===== src/inc/bsfg_map.svh =====
// Register map, field positions and timing counts of the status flag and gauge block.
// Assumes a 20 MHz core clock; included by the block itself.
`ifndef BSFG_MAP_SVH
`define BSFG_MAP_SVH
`define BSFG_ADDR_FLAGS      7'h01
`define BSFG_ADDR_TEMPGAUGE  7'h02
`define BSFG_CMD_WRITE_BIT   7
`define BSFG_BIT_CHARGE      7
`define BSFG_BIT_REPLACED    6
`define BSFG_BIT_REMOVED     5
`define BSFG_BIT_INACCURATE  4
`define BSFG_BIT_VALID_DIS   3
`define BSFG_BIT_UNUSED      2
`define BSFG_BIT_WARN_FIRST  1
`define BSFG_BIT_WARN_FINAL  0
`define BSFG_SELF_DIS_LIMIT  16'h1000
`define BSFG_SUSTAIN_COUNTS  9'h100
`define BSFG_INACC_CHARGES   8'h40
`define BSFG_TALLY_SATURATE  8'hff
`define BSFG_TEMP_BASE_C     (-30)
`define BSFG_TEMP_STEP_C     10
`define BSFG_TEMP_BANDS      12
`define BSFG_COLD_ENTER_C    8'sh00
`define BSFG_COLD_LEAVE_C    8'sh0a
`define BSFG_FREEZE_C        8'shec
`define BSFG_CLK_PERIOD_NS   50
`define BSFG_BLINK_HALF_NS   125000000
`define BSFG_BLINK_CYCLES    (`BSFG_BLINK_HALF_NS / `BSFG_CLK_PERIOD_NS)
`define BSFG_GAUGE_FULL      4'hf
`define BSFG_DIV_LAST_STEP   3'h4
`endif


===== src/inc/bsfg_pkg.sv =====
// Types shared by the status flag and gauge block.
// Assumes bsfg_map.svh is on the include path.
package bsfg_pkg;
    typedef logic [7:0] bsfg_byte_t;
    typedef logic [3:0] bsfg_nib_t;
    // Cold correction state, Gray coded along full -> three quarter -> half.
    typedef enum logic [1:0] {
        BSFG_SCALE_FULL = 2'b00,
        BSFG_SCALE_3Q   = 2'b01,
        BSFG_SCALE_HALF = 2'b11
    } bsfg_scale_e;
endpackage


===== src/logic/bsfg_flags_gauge.sv =====
// Primary status flags, temperature band and gauge readout of a battery charge monitor.
// Assumes command bytes and monitor events arrive from logic on the same clock.
//
// Operation
// - Read-only primary flag register at address 01h, seven monitored bits, bit 2 reads zero.
// - Charge status set while sense level exceeds threshold, cleared otherwise or on discharge.
// - Replaced flag sets on sense falling from above 2.25V, rising above 0.1V, reset.
// - Replaced flag clears when charge reaches learned capacity or charge after first warning.
// - Removed flag follows level: sense above 2.25V or below 0.1V.
// - Inaccurate flag sets on 64th charge or reset, clears on capacity update.
// - Valid discharge sets on discharge start at full, holds until update or clear.
// - Valid discharge clears when self-discharge count exceeds 4096.
// - Valid discharge clears after charge sustained for 256 available charge counts.
// - Valid discharge clears if first warning sets below 0 degrees.
// - First warning sets below 1.05V without overload, latched until valid charge.
// - First warning with display enabled blinks first segment at 4Hz.
// - Final warning sets below 0.95V without overload, latched until valid charge.
// - Final warning turns all segment drivers off.
// - Final warning releases the empty output for an external pull-up.
// - Read-only register 02h: temperature band high nibble, gauge low nibble.
// - Band code 0 below -30C, one per 10 degrees, 12 above 80C.
// - Gauge gives sixteenths 0 to 15 from charge, temperature, full reference.
// - Charge scaled by 1 above 0C, 0.75 down to -20C, 0.5 below.
// - Full and three-quarter scaling switch with 10 degree hysteresis.
// - Read command has bit 7 clear and address below; register byte returned.
// - Reset clears valid discharge and sets inaccurate and replaced flags.
`include "bsfg_map.svh"

module bsfg_flags_gauge #(
    parameter int BLINK_HALF_CYCLES = `BSFG_BLINK_CYCLES
) (
    input  wire logic                 clk,
    input  wire logic                 reset_n,
    input  wire logic                 ce,
    input  wire logic                 soft_reset,
    input  wire logic                 cmd_valid,
    input  wire bsfg_pkg::bsfg_byte_t command_byte,
    output logic                      rd_valid,
    output logic                      rd_hit,
    output bsfg_pkg::bsfg_byte_t      rd_data,
    input  wire logic                 sense_above_threshold,
    input  wire logic                 discharge_active,
    input  wire logic                 valid_charge,
    input  wire logic                 charge_count_inc,
    input  wire logic                 sense_above_max,
    input  wire logic                 sense_below_min,
    input  wire logic                 sense_below_first,
    input  wire logic                 sense_below_final,
    input  wire logic                 overload_flag,
    input  wire logic                 capacity_update,
    input  wire logic [15:0]          self_discharge_counter,
    input  wire logic [15:0]          available_charge_count,
    input  wire bsfg_pkg::bsfg_byte_t learned_capacity,
    input  wire bsfg_pkg::bsfg_byte_t programmed_capacity,
    input  wire logic                 use_programmed,
    input  wire logic signed [7:0]    temperature_c,
    input  wire logic                 display_enable,
    output logic [4:0]                display_segment,
    output logic                      empty_out,
    output logic                      empty_oe
);
    import bsfg_pkg::*;

    // ------------------------------------------------------------
    // Flag state
    // ------------------------------------------------------------
    logic        charge_status_flag;
    logic        battery_replaced_flag;
    logic        battery_removed_flag;
    logic        capacity_inaccurate_flag;
    logic        valid_discharge_flag;
    logic        first_end_discharge_flag;
    logic        final_end_discharge_flag;
    logic        above_max_q;
    logic        below_min_q;
    logic        discharge_q;
    logic [7:0]  charge_tally;
    logic [8:0]  sustain_count;

    wire         at_full       = available_charge_count[15:8] == learned_capacity;
    wire         freezing      = temperature_c < `BSFG_COLD_ENTER_C;
    wire         warn1_event   = sense_below_first && !overload_flag;
    wire         warnf_event   = sense_below_final && !overload_flag;
    wire         warn1_rise    = warn1_event && !first_end_discharge_flag;
    wire         tally_next    = charge_tally != `BSFG_TALLY_SATURATE;
    wire         inacc_event   = valid_charge && charge_tally == `BSFG_INACC_CHARGES - 8'h01;
    wire         sustain_done  = sustain_count >= `BSFG_SUSTAIN_COUNTS;
    wire         replaced_set  = (above_max_q && !sense_above_max)
                               || (below_min_q && !sense_below_min) || soft_reset;
    wire         replaced_clr  = (charge_count_inc && at_full)
                               || (valid_charge && first_end_discharge_flag);
    wire         vdis_set      = discharge_active && !discharge_q && at_full;
    wire         vdis_clr      = capacity_update || soft_reset || sustain_done
                               || self_discharge_counter > `BSFG_SELF_DIS_LIMIT
                               || (warn1_rise && freezing);

    // The set term is listed last so an event in the clearing cycle survives; a valid discharge start loses to a soft reset.
    always_ff @(posedge clk or negedge reset_n) begin
        if (!reset_n) begin
            charge_status_flag       <= 1'b0;
            battery_replaced_flag    <= 1'b1;
            battery_removed_flag     <= 1'b0;
            capacity_inaccurate_flag <= 1'b1;
            valid_discharge_flag     <= 1'b0;
            first_end_discharge_flag <= 1'b0;
            final_end_discharge_flag <= 1'b0;
            above_max_q              <= 1'b0;
            below_min_q              <= 1'b0;
            discharge_q              <= 1'b0;
        end else if (ce) begin
            charge_status_flag   <= sense_above_threshold && !discharge_active;
            battery_removed_flag <= sense_above_max || sense_below_min;
            above_max_q          <= sense_above_max;
            below_min_q          <= sense_below_min;
            discharge_q          <= discharge_active;
            if (replaced_clr)
                battery_replaced_flag <= 1'b0;
            if (replaced_set)
                battery_replaced_flag <= 1'b1;
            if (capacity_update)
                capacity_inaccurate_flag <= 1'b0;
            if (inacc_event || soft_reset)
                capacity_inaccurate_flag <= 1'b1;
            if (vdis_clr)
                valid_discharge_flag <= 1'b0;
            if (vdis_set && !soft_reset)
                valid_discharge_flag <= 1'b1;
            if (valid_charge)
                first_end_discharge_flag <= 1'b0;
            if (warn1_event)
                first_end_discharge_flag <= 1'b1;
            if (valid_charge)
                final_end_discharge_flag <= 1'b0;
            if (warnf_event)
                final_end_discharge_flag <= 1'b1;
        end
    end

    // Charge tally saturates and restarts on each capacity update.
    always_ff @(posedge clk or negedge reset_n) begin
        if (!reset_n) begin
            charge_tally  <= 8'h00;
            sustain_count <= 9'h000;
        end else if (ce) begin
            if (capacity_update || soft_reset)
                charge_tally <= 8'h00;
            else if (valid_charge && tally_next)
                charge_tally <= charge_tally + 8'h01;
            if (!sense_above_threshold || discharge_active || sustain_done)
                sustain_count <= 9'h000;
            else if (charge_count_inc)
                sustain_count <= sustain_count + 9'h001;
        end
    end

    // ------------------------------------------------------------
    // Temperature band and cold correction
    // ------------------------------------------------------------
    logic [`BSFG_TEMP_BANDS-1:0] temp_above;
    bsfg_scale_e                 scale;
    bsfg_scale_e                 next_scale;

    function automatic bsfg_nib_t count_ones(input logic [`BSFG_TEMP_BANDS-1:0] v);
        bsfg_nib_t n;
        n = 4'h0;
        for (int i = 0; i < `BSFG_TEMP_BANDS; i++)
            n = n + {3'b000, v[i]};
        return n;
    endfunction

    for (genvar k = 0; k < `BSFG_TEMP_BANDS; k++) begin : g_band
        localparam logic signed [7:0] EDGE = 8'(`BSFG_TEMP_BASE_C + `BSFG_TEMP_STEP_C * k);
        assign temp_above[k] = temperature_c > EDGE;
    end

    wire bsfg_nib_t temperature_band_code = count_ones(temp_above);

    // Hysteresis only around 0C; the -20C step has none, as the cold table has none there.
    always_comb begin
        next_scale = scale;
        unique case (scale)
            BSFG_SCALE_FULL: if (freezing) next_scale = BSFG_SCALE_3Q;
            BSFG_SCALE_3Q: begin
                if (temperature_c < `BSFG_FREEZE_C)
                    next_scale = BSFG_SCALE_HALF;
                else if (temperature_c >= `BSFG_COLD_LEAVE_C)
                    next_scale = BSFG_SCALE_FULL;
            end
            BSFG_SCALE_HALF: if (temperature_c >= `BSFG_FREEZE_C) next_scale = BSFG_SCALE_3Q;
            default: next_scale = BSFG_SCALE_FULL;
        endcase
    end

    always_ff @(posedge clk or negedge reset_n) begin
        if (!reset_n)
            scale <= BSFG_SCALE_FULL;
        else if (ce)
            scale <= next_scale;
    end

    // ------------------------------------------------------------
    // Gauge divider: four restoring steps give sixteenths
    // ------------------------------------------------------------
    logic [16:0] div_rem;
    bsfg_nib_t   div_q;
    logic [2:0]  div_step;
    logic        div_sat;
    bsfg_nib_t   gauge_value_field;

    wire [15:0] scaled_charge = (scale == BSFG_SCALE_FULL) ? available_charge_count :
                                (scale == BSFG_SCALE_3Q)
                                ? available_charge_count - {2'b00, available_charge_count[15:2]}
                                : {1'b0, available_charge_count[15:1]};
    wire [7:0]  full_ref   = use_programmed ? programmed_capacity : learned_capacity;
    wire [16:0] divisor    = {1'b0, full_ref, 8'h00};
    wire [16:0] rem_shift  = {div_rem[15:0], 1'b0};
    wire        step_fits  = rem_shift >= divisor;
    wire bsfg_nib_t q_next = {div_q[2:0], step_fits};

    always_ff @(posedge clk or negedge reset_n) begin
        if (!reset_n) begin
            div_rem           <= 17'h00000;
            div_q             <= 4'h0;
            div_step          <= 3'h0;
            div_sat           <= 1'b0;
            gauge_value_field <= 4'h0;
        end else if (ce) begin
            if (div_step == 3'h0) begin
                div_rem  <= {1'b0, scaled_charge};
                div_q    <= 4'h0;
                div_sat  <= {1'b0, scaled_charge} >= divisor;
                div_step <= 3'h1;
            end else begin
                div_rem  <= step_fits ? rem_shift - divisor : rem_shift;
                div_q    <= q_next;
                div_step <= (div_step == `BSFG_DIV_LAST_STEP) ? 3'h0 : div_step + 3'h1;
                if (div_step == `BSFG_DIV_LAST_STEP)
                    gauge_value_field <= div_sat ? `BSFG_GAUGE_FULL : q_next;
            end
        end
    end

    // ------------------------------------------------------------
    // Register readout
    // ------------------------------------------------------------
    wire bsfg_byte_t primary_status_flags = {charge_status_flag, battery_replaced_flag,
        battery_removed_flag, capacity_inaccurate_flag, valid_discharge_flag,
        1'b0, first_end_discharge_flag, final_end_discharge_flag};
    wire bsfg_byte_t temperature_and_gauge = {temperature_band_code, gauge_value_field};
    wire        cmd_read  = cmd_valid && !command_byte[`BSFG_CMD_WRITE_BIT];
    wire        hit_flags = command_byte[6:0] == `BSFG_ADDR_FLAGS;
    wire        hit_tg    = command_byte[6:0] == `BSFG_ADDR_TEMPGAUGE;
    wire bsfg_byte_t sel  = hit_flags ? primary_status_flags :
                            hit_tg ? temperature_and_gauge : 8'h00;

    always_ff @(posedge clk or negedge reset_n) begin
        if (!reset_n) begin
            rd_valid <= 1'b0;
            rd_hit   <= 1'b0;
            rd_data  <= 8'h00;
        end else if (ce) begin
            rd_valid <= cmd_read;
            rd_hit   <= cmd_read && (hit_flags || hit_tg);
            if (cmd_read)
                rd_data <= sel;
        end
    end

    // ------------------------------------------------------------
    // Display and empty indicator
    // ------------------------------------------------------------
    logic [22:0] blink_count;
    logic        blink_phase;
    logic [4:0]  bar;

    for (genvar s = 0; s < 5; s++) begin : g_seg
        assign bar[s] = gauge_value_field >= 4'(3 * s + 1);
    end

    wire [4:0] seg_next = (final_end_discharge_flag || !display_enable) ? 5'h00 :
                          {bar[4:1], first_end_discharge_flag ? blink_phase : bar[0]};

    always_ff @(posedge clk or negedge reset_n) begin
        if (!reset_n) begin
            blink_count     <= 23'h000000;
            blink_phase     <= 1'b0;
            display_segment <= 5'h00;
            empty_out       <= 1'b0;
            empty_oe        <= 1'b1;
        end else if (ce) begin
            if (blink_count == 23'(BLINK_HALF_CYCLES - 1)) begin
                blink_count <= 23'h000000;
                blink_phase <= !blink_phase;
            end else begin
                blink_count <= blink_count + 23'h000001;
            end
            display_segment <= seg_next;
            empty_out       <= 1'b0;
            empty_oe        <= !final_end_discharge_flag;
        end
    end
endmodule


===== config.mk =====
export PLATFORM = sky130hd
export DESIGN_NAME = bsfg_flags_gauge
export DESIGN_NICKNAME = d
export VERILOG_FILES = /design/src/inc/bsfg_pkg.sv /design/src/logic/bsfg_flags_gauge.sv
export VERILOG_INCLUDE_DIRS = /design/src /design/src/inc
export SDC_FILE = /design/constraint.sdc
export NUM_CORES = 1
export LEC_CHECK = 0
export ABC_CLOCK_PERIOD_IN_PS = 4620
export BUFFER_PORTS_ARGS = -buffer_cell sky130_fd_sc_hd__clkbuf_2
export CELL_PAD_IN_SITES_DETAIL_PLACEMENT = 1
export CELL_PAD_IN_SITES_GLOBAL_PLACEMENT = 1
export CORE_AREA = 5 5 160 100
export CTS_CLUSTER_DIAMETER = 40
export DETAILED_ROUTE_END_ITERATION = 6
export DIE_AREA = 0 0 165 105
export PLACE_DENSITY_LB_ADDON = 0.1
export REMOVE_ABC_BUFFERS = 1
export SLEW_MARGIN = 10
export SYNTH_ARGS = -nofsm -noshare
export SYNTH_HDL_FRONTEND = slang
export SYNTH_SLANG_ARGS = --single-unit

===== constraint.sdc =====
create_clock -name clk -period 4.62 [get_ports clk]
set_input_delay 0.462 -clock clk [delete_from_list [all_inputs] [get_ports clk]]
set_output_delay 0.462 -clock clk [all_outputs]
set_load 0.1 [all_outputs]

# Word-level counts from Yosys, hierarchy flattened
# Cells that the tools add are included.
[classes] addsub=17 magnitude_cmp=25 n_eq_ne=12 n_mux=32 n_bitwise=1 reduce_logical=62
[ops] cell="2-to-1 mux 16 bit" n=4
[ops] cell="2-to-1 mux 8 bit" n=5
[ops] cell="adder 4 x 1 -> 4 bit" n=8
[ops] cell="greater-than comparator 8 x 6 -> 1 bit (second input constant)" n=4
[ops] cell="greater-than comparator 8 x 7 -> 1 bit (second input constant)" n=3
[ops] cell="adder 23 x 1 -> 23 bit (second input constant)" n=1
[ops] cell="equality test 23 x 22 -> 1 bit (second input constant)" n=1
[ops] cell="2-to-1 mux 23 bit" n=1
[ops] cell="AND reduction 2 bit" n=10
[ops] cell="2-to-1 mux 9 bit" n=2
[ops] cell="greater-or-equal comparator 17 x 16 -> 1 bit" n=1
[ops] cell="greater-or-equal comparator 16 bit" n=1
[ops] cell="greater-than comparator 16 x 13 -> 1 bit (second input constant)" n=1
[ops] cell="greater-than comparator 8 x 5 -> 1 bit (second input constant)" n=2
[ops] cell="greater-than comparator 8 bit (second input constant)" n=2
[ops] cell="logical AND 1 bit" n=16
[ops] cell="subtractor 16 x 14 -> 16 bit" n=1
[ops] cell="subtractor 16 bit" n=1
[ops] cell="nonzero test 2 bit" n=7
[ops] cell="logical OR 1 bit" n=13
[ops] cell="zero test 1 bit" n=12
[ops] cell="2-to-1 mux 1 bit" n=10
[ops] cell="adder 9 x 1 -> 9 bit (second input constant)" n=1
[ops] cell="greater-or-equal comparator 9 bit (second input constant)" n=1
[ops] cell="other kinds (33)" n=41
[totals] ff_bits=96 output_inout_bits=17 wordCells=174

# Depth between registers and ports, before layout
# Gate-level depths: netlist of run 1.
[logic_depth] word_depth=14 depth_mapped=19 ltp_nobuf=19

# Least setup slack after synthesis of run 1
# OpenSTA, ideal clock, no wires.
[synth_timing] kind="in2reg" from="input temperature_c[2]" to="register rd_data[6]" setup_time_ns=0.127 arrival_ns=4.296 required_ns=4.493 slack_ns=0.197 cell_stages=15 cell_sequence="clkbuf_1 o31a_1 o21ai_0 a21oi_1 fa_1 inv_1 fa_1 fa_1 fa_1 inv_1 ha_1 fa_1 xor2_1 a222oi_1 inv_1"
[synth_via] elab_chain_len=14 word_cells_on_any_way=25 cone_classes="11 x add/sub; 12 x order compare; 2 x mux"
[synth_rtl] item="start, declared" line="bsfg_flags_gauge.sv:56" rtl="input wire logic signed [7:0] temperature_c,"
[synth_rtl] item="greater-than comparator 8 x 6 -> 1 bit" line="bsfg_flags_gauge.sv:173" rtl="assign temp_above[k] = temperature_c > EDGE;"
[synth_rtl] item="adder 1 x 1 -> 2 bit" line="bsfg_flags_gauge.sv:167" rtl="n = n + {3'b000, v[i]};"
[synth_rtl] item="adder 2 x 1 -> 3 bit" line="bsfg_flags_gauge.sv:167"
[synth_rtl] item="adder 3 x 1 -> 4 bit" line="bsfg_flags_gauge.sv:167"
[synth_rtl] item="adder 4 x 1 -> 4 bit (7 in series)" line="bsfg_flags_gauge.sv:167"
[synth_rtl] item="adder 4 x 1 -> 4 bit *" line="bsfg_flags_gauge.sv:167"
[synth_rtl] item="2-to-1 mux 8 bit *" line="bsfg_flags_gauge.sv:254" rtl="hit_tg ? temperature_and_gauge : 8'h00;"
[synth_rtl] item="2-to-1 mux 8 bit *" line="bsfg_flags_gauge.sv:253" rtl="wire bsfg_byte_t sel = hit_flags ? primary_status_flags :"
[synth_rtl] item="end signal, assigned" line="bsfg_flags_gauge.sv:265" rtl="rd_data <= sel;"
[synth_rtl] item="end, declared" line="bsfg_flags_gauge.sv:40" rtl="output bsfg_pkg::bsfg_byte_t rd_data,"
# Every way passes the cells marked *; elsewhere a longest branch is shown, timed or not.
# A chain may end at the register's enable or synchronous reset.

# Final worst setup path of run 1
# Same ends and word-level chain as after synthesis.

==> reports/results.ini, run 1 <==
[synthesis]
synth-seq-cells = 96
synth_ff_type = dfrtp_1
yosys.area.top_type = dfrtp_1
synthArstFlopShare = 1.00
synth_edf_count = 0
synth_top_cells_by_count = dfrtp_1 (93), nor2_1 (76), nand2_1 (66)
yosysSeqAreaShare = 0.356
ys_types = 71
syn_inst = 769
synth.most_common_cell = dfrtp_1
avgSynthCellArea_um2 = 8.78
yosysWarnings = 0
synth_top_cell_area_share = 0.345
mappedNetlistArea_mm2 = 0.00675
synth_area_leaders = dfrtp_1 (34%), ha_1 (8.0%), nor2_1 (4.2%)

[die]
die_h_um = 105
coreArea_mm2 = 0.0143
ios = 98
rows = 34
dieArea_mm2 = 0.0173
die_x_um = 165
initial_core_util = 0.472

[timing]
setup_viol = 0
fin_crit_sh = 0.925
fmax_mhz = 234
period_needed_ps = 4270
slew_headroom = 0.203
finalMaxSlewViolations = 0
hold_viol = 0
holdWs_ps = 221
tightest_slew_ps = 1190
worst_slack_ps = 347
rsz0062_at_grt = false
clock_skew_ps = 7.49

[clocking]
cts-hold-fix-buffers = 0
cts_inserted_buffers = 9
cts_root_buf = clkbuf_16
clk_pin_slew_ps = 70
post_cts_buffers = 0
cts-htree-levels = 3
cts_tree = yes
clock_latency_ps = 350
cts_resized = 0
clock_path_buffers = 2
cts.sinks = 96

[setup_path]
path_max_fanout = 11
critPathLaunch = temperature_c[2]
start_kind = input port
worstSetupPathType = input port to flop
cp.required_ps = 4860
cp-end-kind = flop
reg2reg_from = scale[1]
ff2ff_setup_slack_ps = 1090
cp.arrival_ps = 4510

[route]
drcViolationCount = 0
ant_nets = 0
wl_per_cell_um = 18.2
drtIter0Drc = 411
drt-pass1-iter-count = 5
drt_wl_total_um = 19300
vias = 6154
via_per_inst = 5.81

[global_route]
grt.total_usage = 0.227
grt_max_degree = 64
antenna_found_initial = 0
grt_pass1_vias = 6496
gr-total-overflow = 0
grt_first_pass_wirelength_um = 32300

[finish]
nNetsFinal = 990
regArea_mm2 = 0.00241
antenna_cells = 0
fill_cells = 1744
multi_input_area_mm2 = 0.00404
layout-drive-gt1-share = 0.167
area_growth_pct = 14.8

[placement]
gp_congestion = 0.881
pre_cts_slack_ps = -38.7
hpwl_um = 15100
port_buffers = 96

[power_and_ir_drop]
p_leak_nw = 3.70
seqPwrFrac = 0.321
sw_frac_of_total = 0.421
clkPwrFrac = 0.218
power_density_mw_per_mm2 = 470
vdd_drop_max_v = 0.000214
p_comb_frac = 0.461
p_sw_mw = 1.53
p_int_mw = 2.11

[outcome]
outcome = finished, final reports clean

[run]
drv_cap = 0

[hold_path]
hp-class = input port to async pin

-- worst paths after layout --
kind                                          to  cells past startpoint
max                                   rd_data[6]                     14
min                              blink_count[22]                      1
max reg2reg                              div_sat                     11
min reg2reg                      blink_count[22]                      1
max in group asynchronous  battery_replaced_flag                      2
min in group clk                     above_max_q                      3
-- kinds of logic after synthesis --
family                     count (synthesis)  share of synthesized area
xor gates and xnor gates                  47                     0.0610
buffers and inverters                     81                     0.0458
AOI/OAI and AO/OA                        212                      0.212
adders and majority gates                 52                      0.106
and+or+nand+nor                          258                      0.184
other                                      1                   0.000555
muxes                                     22                     0.0335
DFF                                       96                      0.356
-- worst max-delay path: stages --
cell      delay [ps]
clkbuf_2         160
nor4_1           450
a21oi_1          140
fa_1             510
inv_1             60
fa_1             500
fa_1             510
fa_1             550
inv_1             40
ha_1             220
fa_1             380
xor2_1           160
a222oi_1         300
inv_1             70
-- power by group through the flow --
stage / Sequential [mW] / Clock [mW] / Combinational (mW)
2_1_floorplan: 1.20 / 0 / 1.12
3_3_place_gp: 1.17 / 0 / 1.58
3_5_place_dp: 1.18 / 0 / 1.66
4_1_cts: 1.17 / 0.811 / 1.68
5_1_grt: 1.20 / 0.857 / 1.88
6_report: 1.17 / 0.794 / 1.68
-- layer usage --
layer  vias to the layer above  track usage  part of all wire
li1                       2956            -                 -
met2                       128        0.357              0.44
met5                         -            0                 0
met3                        10       0.0397             0.049
met1                      3060        0.337              0.50
met4                         0       0.0326            0.0059
-- cells in the final DEF (no fill, tap or decap), drive strengths merged, types with 4 or more instances in the layout --
master | synthesis | layout
a31oi | 12 | 12
dfrtp | 93 | 93
inv | 53 | 57
fa | 9 | 9
and3 | 8 | 8
a211oi | 7 | 7
ha | 43 | 43
o2bb2ai | 12 | 12
nand2 | 66 | 66
nor3 | 16 | 16
nand4 | 16 | 16
a21o | 13 | 13
xnor2 | 24 | 24
nor2 | 77 | 77
buf | 4 | 10
a222oi | 6 | 6
mux2 | 5 | 5
nor4 | 10 | 10
a21oi | 42 | 42
o31ai | 4 | 4
a22o | 4 | 4
nand3 | 24 | 24
mux2i | 17 | 17
o21a | 7 | 7
o21ai | 60 | 60
o211ai | 5 | 5
nand2b | 9 | 9
a32o | 6 | 6
nor2b | 7 | 7
a22oi | 5 | 5
clkbuf | 24 | 105
xor2 | 23 | 23
or2 | 4 | 4
-- metrics by stage --
stage,std cells,TNS [ps],util,power [mW],cell area (µm²)
after detailed placement,1044,-38.7,0.520,2.84,7440
after CTS,1060,0,0.542,3.66,7750
after floorplan,741,0,-,2.33,6640
after global routing,1060,0,0.542,3.93,7750
after global placement,1044,0,0.520,2.75,7440
final,1060,0,0.542,3.64,7750
-- area by class of cell --
class / instances / area share
inverters: 53 / 0.0257
clock inverters: 6 / 0.00936
multi-input cells: 592 / 0.521
repair buffers: 105 / 0.0710
flip-flops and latches: 96 / 0.310
well taps: 198 / 0.0320
clock buffers: 10 / 0.0308
-- flip-flops by register name, summed over array words and instances, names as in the netlist, 2 cells and up --
register and count:
div_q 3, div_step 3, sustain_count 9, gauge_value_field 4, scale 2, rd_data 8, display_segment 5, div_rem 16
blink_count 23, charge_tally 8
No activity file was read; power rests on OpenSTA's default activity.
==> run 2, diff against run 1 <==
Settings changed: RECOVER_POWER from default to 25.
==> reports/results.ini, run 2 (synthesis gave the netlist of run 1 again) <==
[outcome]
outcome = finished with violations
violations = capacitance limit, slew limit

[power_and_ir_drop]
clkPwrFrac = 0.218  ; about the same
seqPwrFrac = 0.321  ; about the same
p_comb_frac = 0.461  ; about the same
vdd_drop_max_v = 0.000214  ; unchanged
p_sw_mw = 1.53  ; about the same
power_density_mw_per_mm2 = 470  ; about the same
p_leak_nw = 3.70  ; about the same
p_int_mw = 2.11  ; about the same
sw_frac_of_total = 0.421  ; about the same

[finish]
fin_cells = 1060  ; unchanged
largest_register_ffs = 23  ; unchanged
layout-drive-gt1-share = 0.166  ; -0.00116
area_growth_pct = 14.8  ; about the same
top_register = blink_count
top_regs = blink_count (23), div_rem (16), sustain_count (9)
final_cell_mix = clkbuf_2 (95), dfrtp_1 (93), nor2_1 (76)
nNetsFinal = 990  ; unchanged
antenna_cells = 0  ; unchanged
fin_area_mm2 = 0.00775  ; about the same
final_common_cell = clkbuf_2

[setup_path]
rr_worst_depth = 11  ; unchanged
crit_chain = clkbuf_2, nor4_1, a21oi_1, fa_1, inv_1, fa_1, fa_1, fa_1, inv_1, ha_1, fa_1, xor2_1, a222oi_1, inv_1
critPathLaunch = temperature_c[2]
cp.arrival_ps = 4510  ; about the same
start_kind = input port
path_max_fanout = 11  ; unchanged
worstSetupPathType = input port to flop
cp.required_ps = 4860  ; about the same
cp.depth = 14  ; unchanged
cp_slowest_cell = fa_1
crit_top_cell = fa_1
critPathBufInv = 4  ; unchanged
slowest_delay_ps = 550  ; about the same
cp-end-kind = flop
reg2reg_from = scale[1]
crit_family = adder cells

[placement]
place_inst = 1044  ; unchanged
gp_congestion = 0.881  ; unchanged
port_buffers = 96  ; unchanged
hpwl_um = 15100  ; unchanged
placed_cell_area_mm2 = 0.00744  ; unchanged

[die]
die_x_um = 165  ; unchanged
rows = 34  ; unchanged
coreArea_mm2 = 0.0143  ; unchanged
ios = 98  ; unchanged
dieArea_mm2 = 0.0173  ; unchanged
initial_core_util = 0.472  ; unchanged
die_h_um = 105  ; unchanged

[clocking]
cts.sinks = 96  ; unchanged
clock_path_buffers = 2  ; unchanged
cts-htree-levels = 3  ; unchanged
cts_tree = yes
cts_inserted_buffers = 9  ; unchanged
post_cts_buffers = 0  ; unchanged
clock_latency_ps = 350  ; about the same
clk_pin_slew_ps = 70  ; about the same
cts_resized = 0  ; unchanged
cts_root_buf = clkbuf_16
cts-hold-fix-buffers = 0  ; unchanged

[timing]
slew_headroom = -1.37  ; -1.57
tightest_slew_ps = 3550  ; +2360 ps
clock_skew_ps = 7.49  ; unchanged
finalMaxSlewViolations = 64  ; +64
holdWs_ps = 367  ; +146 ps
fin_crit_sh = 0.925  ; unchanged
period_needed_ps = 4270  ; unchanged
setup_viol = 0  ; unchanged
fmax_mhz = 234  ; unchanged
hold_viol = 0  ; unchanged
rsz0062_at_grt = false

[route]
drt_wl_total_um = 19300  ; unchanged
wl_per_cell_um = 18.2  ; unchanged
drt-pass1-iter-count = 5  ; unchanged
drcViolationCount = 0  ; unchanged
via_per_inst = 5.81  ; unchanged
vias = 6154  ; unchanged
ant_nets = 0  ; unchanged
drtIter0Drc = 411  ; unchanged

[global_route]
grt_first_pass_wirelength_um = 32300  ; unchanged
grt_pass1_vias = 6496  ; unchanged
antenna_found_initial = 0  ; unchanged
gr-total-overflow = 0  ; unchanged
grt_max_degree = 64  ; unchanged
grt.total_usage = 0.227  ; unchanged

[hold_path]
hp-start = sense_above_max
hp-class = input port to flop
worstHoldPathCells = 3

[run]
drv_cap = 1  ; +1

[run 2: final cells by class]
type | count | area, µm²
well taps | 198 | 248
fillers | 1746 | 6550
multi-input cells | 592 | 4040
clock buffers | 10 | 239
inverters | 53 | 199
flip-flops and latches | 96 | 2410
repair buffers | 105 | 547
clock inverters | 6 | 72.6
[run 2: metal layers]
metal,track usage,wire (µm),vias up
met2,0.357,8480,128
met1,0.337,9710,3060
met4,0.0326,113,0
met5,0,0,-
met3,0.0397,950,10
li1,-,-,2956
[run 2: worst min-delay path: stages]
cell and delay, ps:
clkbuf_2 110, nand2_1 50, o21ai_0 60
[run 2: worst paths after layout]
path	slack (ps)	endpoint
max in group asynchronous	1310	blink_count[7]
min	370	above_max_q
max reg2reg	1090	div_sat
max	350	rd_data[6]
min in group asynchronous	1320	blink_count[22]
min reg2reg	490	blink_count[22]
[run 2: power by group through the flow]
stage,Combinational (mW),Clock [mW],Sequential [mW]
floorplan,1.12,0,1.20
global placement,1.58,0,1.17
detailed placement,1.66,0,1.18
CTS,1.68,0.811,1.17
global route,1.88,0.857,1.20
finish,1.68,0.794,1.17
[run 2: per-stage QoR]
stage	TNS, ps	worst slack, ps	power (mW)	utilization
final	0	347	3.64	0.542
after CTS	0	327	3.66	0.542
after global placement	0	55.6	2.75	0.520
after floorplan	0	359	2.33	-
after global routing	0	40.3	3.93	0.542
after detailed placement	-38.7	-38.7	2.84	0.520
==> run 3, diff against run 2 <==
Settings changed: ABC_CLOCK_PERIOD_IN_PS 4620 to 3600, CORE_AREA 5 5 160 100 to 8 8 177 112, DIE_AREA 0 0 165 105 to 0 0 185 120, PLACE_DENSITY from default to 0.78, PLACE_DENSITY_LB_ADDON 0.1 to default.
Clock period 4.62 ns to 3.6 ns, I/O delays scaled along.
==> reports/results.ini, run 3 (synthesis gave the netlist of run 1 again) <==
[outcome]
outcome = finished with violations
violations = DRC, capacitance limit, slew limit, setup timing

[placement]
pre_cts_slack_ps = -1010  ; -967 ps
hpwl_um = 16500  ; +8.9%
gp_congestion = 0.834  ; -5.3%
port_buffers = 96  ; unchanged

[setup_path]
cp-end-kind = flop
reg2reg_to = div_sat
start_kind = input port
rr_worst_depth = 11  ; unchanged
cp.required_ps = 3840  ; -1020 ps
cp_slowest_cell = fa_1
cp.arrival_ps = 4150  ; -360 ps
crit_top_cell = fa_1
reg2reg_from = scale[1]
cp-endpoint = rd_data[6]
worstSetupPathType = input port to flop
critPathLaunch = temperature_c[0]
ff2ff_setup_slack_ps = 310  ; -780 ps
path_max_fanout = 3  ; -8
crit_chain = buf_8, buf_6, o21a_1, o21ai_1, a21oi_2, fa_1, inv_2, fa_1, fa_1, fa_1, inv_1, ha_2, fa_2, xor2_1, a222oi_1, inv_1
slowest_delay_ps = 560  ; about the same

[die]
initial_core_util = 0.388  ; -0.0844
ios = 98  ; unchanged
dieArea_mm2 = 0.0222  ; +28%
coreArea_mm2 = 0.0174  ; +22%
die_x_um = 185  ; +12%
rows = 38  ; +12%
die_h_um = 120  ; +14%

[route]
drtIter0Drc = 448  ; +9.0%
ant_nets = 0  ; unchanged
drt-pass1-iter-count = 7  ; +2
vias = 6656  ; +8.2%
wl_per_cell_um = 18.6  ; +2.3%
drcViolationCount = 11  ; +11
via_per_inst = 5.57  ; -4.0%
drt_wl_total_um = 22200  ; +15%

[power_and_ir_drop]
finalPower_mw = 5.11  ; +40%
p_leak_nw = 4.17  ; +13%
power_density_mw_per_mm2 = 587  ; +25%
vdd_drop_max_v = 0.000307  ; +43%

[finish]
largest_register_ffs = 23  ; unchanged
final_common_cell = buf_4
final_cell_mix = buf_4 (98), dfrtp_1 (93), clkbuf_2 (90)
area_growth_pct = 28.8
layout-drive-gt1-share = 0.273  ; +0.107
fill_cells = 2113  ; +21%
top_regs = blink_count (23), div_rem (16), sustain_count (9)
top_register = blink_count
regArea_mm2 = 0.00241  ; unchanged
multi_input_area_mm2 = 0.00419  ; +3.8%
antenna_cells = 0  ; unchanged
nNetsFinal = 1082  ; +9.3%

[clocking]
cts-hold-fix-buffers = 0  ; unchanged
cts_inserted_buffers = 9  ; unchanged
clock_latency_ps = 350  ; about the same
clk_pin_slew_ps = 70  ; about the same
cts.sinks = 96  ; unchanged
cts_tree = yes
cts_root_buf = clkbuf_16
cts-htree-levels = 3  ; unchanged
clock_path_buffers = 2  ; unchanged

[run]
drv_cap = 1  ; unchanged

[timing]
hold_viol = 0  ; unchanged
finalMaxSlewViolations = 51  ; -20%
clock_skew_ps = 6.09  ; -1.40 ps
slew_headroom = -0.910  ; +0.457
fin_setup_tns_ps = -486  ; -486 ps
period_needed_ps = 3910
fin_crit_sh = 1.09
tightest_slew_ps = 2870  ; -685 ps
fmax_mhz = 256
rsz0062_at_grt = true
setup_viol = 4  ; +4
worst_slack_ps = -307  ; -655 ps

[hold_path]
hp-class = input port to flop
hp-start = sense_above_max

[global_route]
grt.total_usage = 0.204  ; -0.0237
grt_pass1_vias = 7017  ; +8.0%
grt_max_degree = 51  ; -20%
antenna_found_initial = 0  ; unchanged
grt_first_pass_wirelength_um = 36700  ; +13%
gr-total-overflow = 0  ; unchanged

==> run 3: changes by cell type in the layout (fill, tap and decap cells not counted), sizes merged <==
cell / previous run / this run
buf: 9 / 104
inv: 57 / 54
clkbuf: 106 / 104
bufinv: 1 / 2
clkinvlp: 0 / 1
==> run 3: timing repair <==
item / in CTS / in global routing
pin swaps: 36 / 19
endpoints found under the setup margin: 5 / 6
gates resized for setup: 35 / 17
buffers inserted: 22 / 7
==> run 3: worst min-delay path by stage <==
stage                               end  slack, ps  cells past startpoint
2_1_floorplan               above_max_q         60                      0
3_3_place_gp            charge_tally[4]        450                      1
3_5_place_dp            charge_tally[2]        450                      1
4_1_cts                 charge_tally[4]         70                      1
5_1_grt        first_end_discharge_flag        270                      2
6_report                    above_max_q        260                      3
==> run 3: layout make-up <==
| class | instances | area share |
|---|---|---|
| Clock buffer | 11 | 0.0268 |
| Clock inverter | 5 | 0.00936 |
| Inverter | 53 | 0.0232 |
| Multi-Input combinational cell | 592 | 0.482 |
| Sequential cell | 96 | 0.277 |
| Tap cell | 240 | 0.0345 |
| Timing Repair Buffer | 197 | 0.148 |
==> run 3: stage by stage <==
step	hold slack (ps)	cells	util	cell area, µm²
3_3_place_gp	446	1151	0.459	7980
4_1_cts	70.9	1189	0.493	8590
6_report	262	1194	0.500	8690
5_1_grt	266	1194	0.500	8690
2_1_floorplan	64.4	741	-	6640
3_5_place_dp	447	1151	0.459	7980
==> run 3: report_power, final <==
part           internal, mW  switching, mW
clock                 0.612          0.440
sequential             1.29          0.234
combinational          1.08           1.45
total                  2.98           2.12
==> run 3: worst max-delay path, delay by kind of cell <==
kind	cells	cell delay (ps)
AO/OA/AOI/OAI	4	680
XOR/XNOR	1	150
adder cells (fa/ha/maj)	6	2590
buffers and inverters	5	380
==> run 3: layer usage <==
layer	vias up	global-route usage	routed length (µm)
met5	-	0	0
met4	0	0.0573	452
met3	31	0.0441	1310
met2	172	0.321	10200
met1	3307	0.279	10200
li1	3146	-	-
